<file path="src/adrs_map.svh">
// Constant map for the amplifier diagnostic result sequencer
`ifndef ADRS_MAP_SVH
`define ADRS_MAP_SVH
`define ADRS_IB1_DIAG_EN_BIT 6
`define ADRS_IB1_OFFS_EN_BIT 5
`define ADRS_IB2_LOWTH_BIT 7
`define ADRS_IB2_FASTMUTE_BIT 5
`define ADRS_IB2_AC_EN_BIT 2
`define ADRS_IB_RESET 8'h00
`define ADRS_OFFSET_LIMIT_MV 2000
`define ADRS_AC_MIN_PULSES 3
`define ADRS_FAST_MUTE_US 1500
`define ADRS_CLK_MHZ 100
`define ADRS_NORM_HI_MA 500
`define ADRS_OPEN_HI_MA 250
`define ADRS_NORM_LO_MA 250
`define ADRS_OPEN_LO_MA 125
`endif

</file>
<file path="src/adrs_pkg.sv">
// Types for the amplifier diagnostic result sequencer
package adrs_pkg;
  typedef enum logic [1:0] {ADRS_ST_IDLE, ADRS_ST_FAST, ADRS_ST_NORMAL} adrs_mute_t;
  typedef struct packed {
    logic sgnd;
    logic svs;
    logic sacross;
    logic open;
  } adrs_fault_t;
endpackage

</file>
<file path="src/adrs_sequencer.sv">
// Diagnostic result sequencer top level
// Summary of operation
// - Offset beyond two volts is reported as high-offset fault.
// - Offset window opens at last read or offset enable, closes at read.
// - Short, open-load and offset results reported only if condition persists whole period.
// - Short-circuit protection in period suppresses offset and AC tests.
// - AC test runs only while second byte bit D2 is one.
// - Second byte bit D7 picks high or low AC current levels.
// - Tweeter confirmed on three pulses above level, else open reported.
// - Several faults: highest reported first, masked ones on later reads; both shorts report together.
// - Short to ground beats shorted and open load; supply beats both.
// - Short with speaker disconnected reports the short only; the open load is masked.
// - Permanent diagnostics ignore open load; turn-on cycle reports it.
// - Every diagnostic cycle re-arms after each host read.
// - Read returns previous cycle results; change seen on second read.
// - Three thermal warnings appear in diagnostic data.
// - Fast mute bit makes mute transition finish under 1.5 ms.
// - First byte bit D6 enables diagnostics.
// - First byte bit D5 enables offset detection.
`timescale 1ns/10ps
`default_nettype none
`include "adrs_map.svh"
module adrs_sequencer
  #(
  parameter int CHANNELS = 4,
  parameter int FAST_MUTE_CYCLES = `ADRS_FAST_MUTE_US * `ADRS_CLK_MHZ - 1
  )
  (
  input wire logic clk_sys_i,
  input wire logic rst_i,
  input wire logic ib1_wr_i,
  input wire logic [7:0] first_instruction_byte_i,
  input wire logic ib2_wr_i,
  input wire logic [7:0] second_instruction_byte_i,
  input wire logic host_read_i,
  input wire logic turn_on_cycle_i,
  input wire logic [CHANNELS-1:0] short_gnd_i,
  input wire logic [CHANNELS-1:0] short_vs_i,
  input wire logic [CHANNELS-1:0] short_load_i,
  input wire logic [CHANNELS-1:0] open_load_i,
  input wire logic [CHANNELS-1:0] offset_mv_over_i,
  input wire logic [CHANNELS-1:0] scp_active_i,
  input wire logic [CHANNELS-1:0] peak_normal_hi_i,
  input wire logic [CHANNELS-1:0] peak_normal_lo_i,
  input wire logic [2:0] thermal_warn_i,
  input wire logic mute_req_i,
  output logic [CHANNELS-1:0] res_sgnd_o,
  output logic [CHANNELS-1:0] res_svs_o,
  output logic [CHANNELS-1:0] res_sload_o,
  output logic [CHANNELS-1:0] res_open_o,
  output logic [CHANNELS-1:0] res_offset_o,
  output logic [CHANNELS-1:0] res_tweeter_open_o,
  output logic [2:0] res_thermal_o,
  output logic diag_en_o,
  output logic ac_low_th_o,
  output logic mute_done_o,
  output logic fast_mute_o
  );
  import adrs_pkg::*;
  generate
    if (CHANNELS < 1 || FAST_MUTE_CYCLES < 1)
    begin : gen_bad_param
      $error("adrs_sequencer: bad parameter");
    end
  endgenerate
  // --------------------------------------------------
  // Instruction bytes
  // --------------------------------------------------
  logic [7:0] ib1;
  logic [7:0] ib2;
  logic offs_start;
  always_ff @(posedge clk_sys_i or posedge rst_i)
  begin
    if (rst_i)
      ib1 <= `ADRS_IB_RESET;
    else if (ib1_wr_i)
      ib1 <= first_instruction_byte_i;
  end
  always_ff @(posedge clk_sys_i or posedge rst_i)
  begin
    if (rst_i)
      ib2 <= `ADRS_IB_RESET;
    else if (ib2_wr_i)
      ib2 <= second_instruction_byte_i;
  end
  wire logic diag_en = ib1[`ADRS_IB1_DIAG_EN_BIT];
  wire logic offs_en = ib1[`ADRS_IB1_OFFS_EN_BIT];
  wire logic ac_en = ib2[`ADRS_IB2_AC_EN_BIT];
  wire logic low_th = ib2[`ADRS_IB2_LOWTH_BIT];
  wire logic fast_mute = ib2[`ADRS_IB2_FASTMUTE_BIT];
  // Offset window restarts on read or on a 0-to-1 write of offset enable
  assign offs_start = host_read_i |
    (ib1_wr_i & first_instruction_byte_i[`ADRS_IB1_OFFS_EN_BIT] & ~offs_en);
  // AC measuring period restarts on read or on AC enable rising
  wire logic ac_start = host_read_i |
    (ib2_wr_i & second_instruction_byte_i[`ADRS_IB2_AC_EN_BIT] & ~ac_en);
  // --------------------------------------------------
  // Per-channel accumulators
  // --------------------------------------------------
  logic [CHANNELS-1:0] p_gnd, p_vs, p_load, p_open, p_offs;
  logic [CHANNELS-1:0] scp_seen;
  logic [CHANNELS-1:0] pulse_ok;
  adrs_fault_t [CHANNELS-1:0] prio;
  genvar g;
  generate
    for (g = 0; g < CHANNELS; g++)
    begin : gen_ch
      logic [1:0] pulse_cnt;
      logic pk_d;
      wire logic pk = low_th ? peak_normal_lo_i[g] : peak_normal_hi_i[g];
      adrs_persist u_gnd (.clk_sys_i(clk_sys_i), .rst_i(rst_i), .restart_i(host_read_i),
        .cond_i(short_gnd_i[g]), .held_o(p_gnd[g]));
      adrs_persist u_vs (.clk_sys_i(clk_sys_i), .rst_i(rst_i), .restart_i(host_read_i),
        .cond_i(short_vs_i[g]), .held_o(p_vs[g]));
      adrs_persist u_load (.clk_sys_i(clk_sys_i), .rst_i(rst_i), .restart_i(host_read_i),
        .cond_i(short_load_i[g]), .held_o(p_load[g]));
      adrs_persist u_open (.clk_sys_i(clk_sys_i), .rst_i(rst_i), .restart_i(host_read_i),
        .cond_i(open_load_i[g] & turn_on_cycle_i), .held_o(p_open[g]));
      adrs_persist u_offs (.clk_sys_i(clk_sys_i), .rst_i(rst_i), .restart_i(offs_start),
        .cond_i(offset_mv_over_i[g]), .held_o(p_offs[g]));
      always_ff @(posedge clk_sys_i or posedge rst_i)
      begin
        if (rst_i)
          scp_seen[g] <= 1'b0;
        else if (host_read_i)
          scp_seen[g] <= scp_active_i[g];
        else
          scp_seen[g] <= scp_seen[g] | scp_active_i[g];
      end
      always_ff @(posedge clk_sys_i or posedge rst_i)
      begin
        if (rst_i)
          pk_d <= 1'b0;
        else
          pk_d <= pk;
      end
      always_ff @(posedge clk_sys_i or posedge rst_i)
      begin
        if (rst_i)
          pulse_cnt <= 2'h0;
        else if (ac_start || !ac_en)
          pulse_cnt <= 2'h0;
        else if (pk && !pk_d && pulse_cnt != 2'(`ADRS_AC_MIN_PULSES))
          pulse_cnt <= pulse_cnt + 2'h1;
      end
      assign pulse_ok[g] = (pulse_cnt == 2'(`ADRS_AC_MIN_PULSES));
      // Pair priorities: shorts mask load faults, both shorts report together
      always_comb
      begin
        prio[g].sgnd = p_gnd[g];
        prio[g].svs = p_vs[g];
        prio[g].sacross = p_load[g] & ~p_gnd[g] & ~p_vs[g];
        prio[g].open = p_open[g] & ~p_gnd[g] & ~p_vs[g] & ~p_load[g];
      end
    end
  endgenerate
  // --------------------------------------------------
  // Result latch at read
  // --------------------------------------------------
  always_ff @(posedge clk_sys_i or posedge rst_i)
  begin
    if (rst_i)
    begin
      res_sgnd_o <= '0;
      res_svs_o <= '0;
      res_sload_o <= '0;
      res_open_o <= '0;
      res_offset_o <= '0;
      res_tweeter_open_o <= '0;
      res_thermal_o <= 3'h0;
    end
    else if (host_read_i)
    begin
      // Masked faults are not stored; they show on a later read only if still held once the shorts clear
      for (int i = 0; i < CHANNELS; i++)
      begin
        res_sgnd_o[i] <= prio[i].sgnd & diag_en;
        res_svs_o[i] <= prio[i].svs & diag_en;
        res_sload_o[i] <= prio[i].sacross & diag_en;
        res_open_o[i] <= prio[i].open & diag_en;
        res_offset_o[i] <= p_offs[i] & offs_en & ~scp_seen[i] & diag_en;
        res_tweeter_open_o[i] <= ac_en & ~pulse_ok[i] & ~scp_seen[i] & diag_en;
      end
      res_thermal_o <= thermal_warn_i;
    end
  end
  // --------------------------------------------------
  // Mute timing
  // --------------------------------------------------
  adrs_mute_t mute_st;
  logic [$clog2(FAST_MUTE_CYCLES+1)-1:0] mute_cnt;
  logic mute_d;
  always_ff @(posedge clk_sys_i or posedge rst_i)
  begin
    if (rst_i)
      mute_d <= 1'b0;
    else
      mute_d <= mute_req_i;
  end
  always_ff @(posedge clk_sys_i or posedge rst_i)
  begin
    if (rst_i)
    begin
      mute_st <= ADRS_ST_IDLE;
      mute_cnt <= '0;
    end
    else
    begin
      unique case (mute_st)
        ADRS_ST_IDLE:
        begin
          mute_cnt <= '0;
          if (mute_req_i && !mute_d)
            mute_st <= fast_mute ? ADRS_ST_FAST : ADRS_ST_NORMAL;
        end
        ADRS_ST_FAST:
        begin
          mute_cnt <= mute_cnt + ($bits(mute_cnt))'(1);
          if (mute_cnt == ($bits(mute_cnt))'(FAST_MUTE_CYCLES - 1))
            mute_st <= ADRS_ST_IDLE;
        end
        ADRS_ST_NORMAL:
        begin
          if (!mute_req_i || fast_mute)
            mute_st <= fast_mute ? ADRS_ST_FAST : ADRS_ST_IDLE;
        end
      endcase
    end
  end
  assign mute_done_o = (mute_st == ADRS_ST_FAST) &&
    (mute_cnt == ($bits(mute_cnt))'(FAST_MUTE_CYCLES - 1));
  assign diag_en_o = diag_en;
  assign ac_low_th_o = low_th;
  assign fast_mute_o = fast_mute;
endmodule // adrs_sequencer
`default_nettype wire

</file>
<file path="src/adrs_persist.sv">
// Per-channel persistence tracker over one measurement period
`timescale 1ns/10ps
`default_nettype none
module adrs_persist
  (
  input wire logic clk_sys_i,
  input wire logic rst_i,
  input wire logic restart_i,
  input wire logic cond_i,
  output logic held_o
  );
  // --------------------------------------------------
  // Persistence
  // --------------------------------------------------
  always_ff @(posedge clk_sys_i or posedge rst_i)
  begin
    if (rst_i)
      held_o <= 1'b0;
    else if (restart_i)
      held_o <= cond_i;
    else
      held_o <= held_o & cond_i;
  end
endmodule // adrs_persist
`default_nettype wire

</file>
<file path="config.mk">
export PLATFORM = sky130hd
export DESIGN_NAME = adrs_sequencer
export DESIGN_NICKNAME = d
export VERILOG_FILES = /design/src/adrs_pkg.sv /design/src/adrs_sequencer.sv /design/src/adrs_persist.sv
export VERILOG_INCLUDE_DIRS = /design/src /design/src/src
export SDC_FILE = /design/constraint.sdc
export NUM_CORES = 1
export LEC_CHECK = 0
export BUFFER_PORTS_ARGS = -buffer_cell sky130_fd_sc_hd__buf_2
export CAP_MARGIN = 20
export CORE_MARGIN = 2
export CORE_UTILIZATION = 50
export CTS_CLUSTER_SIZE = 40
export DETAILED_ROUTE_END_ITERATION = 8
export GPL_TIMING_DRIVEN = 0
export PLACE_DENSITY = 0.75
export SETUP_SLACK_MARGIN = 0.2
export SLEW_MARGIN = 20
export SYNTH_ARGS = -nofsm -noshare
export SYNTH_HDL_FRONTEND = slang
export SYNTH_SLANG_ARGS = --single-unit
</file>
<file path="constraint.sdc">
create_clock -name clk_sys_i -period 3.92 [get_ports clk_sys_i]
set_clock_uncertainty 0.15 [all_clocks]
set_input_delay 0.588 -clock clk_sys_i [delete_from_list [all_inputs] [get_ports clk_sys_i]]
set_output_delay 0.588 -clock clk_sys_i [all_outputs]
set_load 0.01 [all_outputs]
</file>
==> impl_metrics.tcl <==
set metrics [dict create \
    outcome "finished clean" \
    wl_per_cell_um 14.8 \
    synthFlopType "dfrtp_1" \
    end_kind "output port" \
    cts_buffers 9 \
    fmax_mhz 382 \
    drive_gt1_share_pct 28.1 \
    die_w_um 90.7 \
    p_clk_share_pct 38.4 \
    timing.hold.ws_ns 0.125 \
    power_density_nw_per_um2 415 \
    rsz0062_at_grt "false" \
    relSlewSlack_pct 65.4 \
    top_regs "mute_cnt (18), gen_ch.pulse_cnt (8)" \
    route.detailed.drc 0 \
    detail-route-antenna-nets 0 \
    switching_share_pct 24.2 \
    cp_data_arrival_time_ns 1.88 \
    ir_drop_mv 0.253 \
    clockBufferDepth 2 \
    num_io_pins 89 \
    design_area_um2 4520 \
    clock-sinks 89 \
    grt.total_usage_pct 19.0 \
    htreeDepth 3 \
    clkLatencyLatePin_ns 0.36 \
    grt_overflow 0 \
    hold_viol 0 \
    coreArea_um2 7250 \
    syn_nets 380 \
    hpwl_um 5490 \
    routabilityCongestion 0.846 \
    post_cts_buffers 0 \
    leakage_nw 2.26 \
    grt_pass1_vias 2679 \
    die-area_um2 8230 \
    cts_resized 0 \
    vias 2766 \
    area_growth_pct 20.2 \
    critical_path_class "reg -> out" \
    drt_wl_total_um 7470 \
    p_seq_share_pct 52.9 \
    regMostFlops "mute_cnt" \
    yosysSeqAreaShare_pct 59.2 \
    via_per_inst 5.48 \
    die_h_um 90.7 \
    clk_pin_slew_ns 0.10 \
    drt_first_iter_violations 104 \
    rows 31 \
    post-route-period-util_pct 66.7 \
    netlist-cell-type-count 43 \
    ys_ff_latch 89 \
    crit_path_start "mute_cnt[0]" \
    power.switching_mw 0.455 \
    yosysWarnings 0 \
    detailed_place.area_um2 4290 \
    synth-edff-count 0 \
    cts_tree "done" \
    io_buffers 76 \
    start_util_pct 51.8 \
    maxCapViolCount 0 \
    grt_first_pass_wirelength_um 12500 \
    worst_pin_slew_ns 0.513 \
    fin_ws_ns 1.31 \
    timing.rr.end "mute_cnt[17]" \
    worstPathRequired_ns 3.18 \
    setup_viol 0 \
    place_inst 489 \
    r2r_cells 7 \
    start_kind "flop" \
    n_antenna_cell 0 \
    final_cell_mix "dfrtp_1 (89), buf_2 (79), nand2_1 (35)" \
    avgSynthCellArea_um2 12.0 \
    dr.pass1.iters 4 \
    p_comb_share_pct 8.7 \
    dp_worst_setup_slack_ns 1.67 \
    syn_area_um2 3760 \
    r2r_start "mute_st[1]" \
    p_int_mw 1.42 \
    tns_ns 0 \
    stdcell_count 505 \
    hold_class "in -> async" \
    postCtsHoldBufs 0 \
    ff2ff_setup_slack_ns 1.92 \
    antenna_found_initial 0 \
    grt_max_degree 47 \
    synthArstFlopShare_pct 100 \
    fin_nets 468 \
    power_mw 1.88 \
    largest_register_ffs 18 \
    fin_crit_ns 2.61 \
    post-route-util_pct 62.3 \
    root_buffer "clkbuf_8" \
    cp_max_fo 6 \
    critPathCapture "mute_done_o" \
    finalMaxSlewViolations 0 \
    layout_commonest_cell "dfrtp_1" \
    synth_cells 313 \
]
## cells in the mapped netlist (all sizes together), types with 4 or more instances
cell type,number,area share (%)
clkbuf,9,0.93
mux2i,13,3.5
ha,9,3.0
o21ai,12,1.6
nor4,4,1.1
mux2,12,3.6
inv,8,0.80
nand4,10,2.2
o211a,4,1.1
nand3,8,1.1
nor2,21,2.1
dfrtp,89,59
nand2,35,3.5
o2bb2ai,12,2.8
nand3b,4,0.80
a22o,8,1.9
o41ai,5,1.2
o21a,16,3.2
xor2,4,0.93
a21o,4,0.80
## routing by layer
metal | part of all wire, % | track usage [%]
met1 | 46 | 25.1
met3 | 3.8 | 2.92
met4 | 2.1 | 8.59
met5 | 0 | 0
met2 | 48 | 31.2
## kinds of logic (layout without fill, tap and decap cells)
| kind of cell | Yosys count | in the layout | synth area share (%) |
|---|---|---|---|
| compound gates | 74 | 74 | 15.0 |
| xor+xnor | 4 | 4 | 0.932 |
| fa+ha+maj | 9 | 9 | 3.00 |
| buf+inv | 21 | 114 | 2.23 |
| flops | 89 | 89 | 59.2 |
| mux | 25 | 25 | 7.05 |
| simple gates | 91 | 91 | 12.5 |
## power groups by stage
stage | clock [mW] | combinational, mW | sequential [mW]
3_5_place_dp | 0 | 0.166 | 1.01
3_3_place_gp | 0 | 0.159 | 1.01
6_report | 0.721 | 0.164 | 0.992
4_1_cts | 0.733 | 0.167 | 0.993
5_1_grt | 0.773 | 0.184 | 0.998
2_1_floorplan | 0 | 0.0885 | 1.01
## worst max-delay path, stage by stage, from the launching register on
cell       delay (ns)
dfrtp_1          0.46
inv_1            0.09
ha_1             0.15
nand4bb_1        0.11
nor4_1           0.37
and3_1           0.22
buf_2            0.12
## worst min-delay path by stage
stage	from	end	slack, ns	cells after the start
floorplan	scp_seen[0]	res_offset_o[0]	0.29	1
detailed placement	res_tweeter_open_o[2]	res_tweeter_open_o[2]	0.31	2
global route	rst_i	gen_ch[2].pulse_cnt[0]	0.18	2
finish	rst_i	scp_seen[0]	0.13	2
global placement	res_tweeter_open_o[3]	res_tweeter_open_o[3]	0.31	2
CTS	rst_i	scp_seen[0]	0.14	2
## area by class of cell
class / instances / area, um^2
plain buffers: 12 / 50.0
clock buffers: 10 / 138
clock inverters: 6 / 96.3
fillers: 585 / 2730
inverters: 9 / 36.3
multi-input cells: 203 / 1450
flip-flops and latches: 89 / 2230
well taps: 99 / 124
repair buffers: 77 / 400
(Power assumes the default switching activity.)
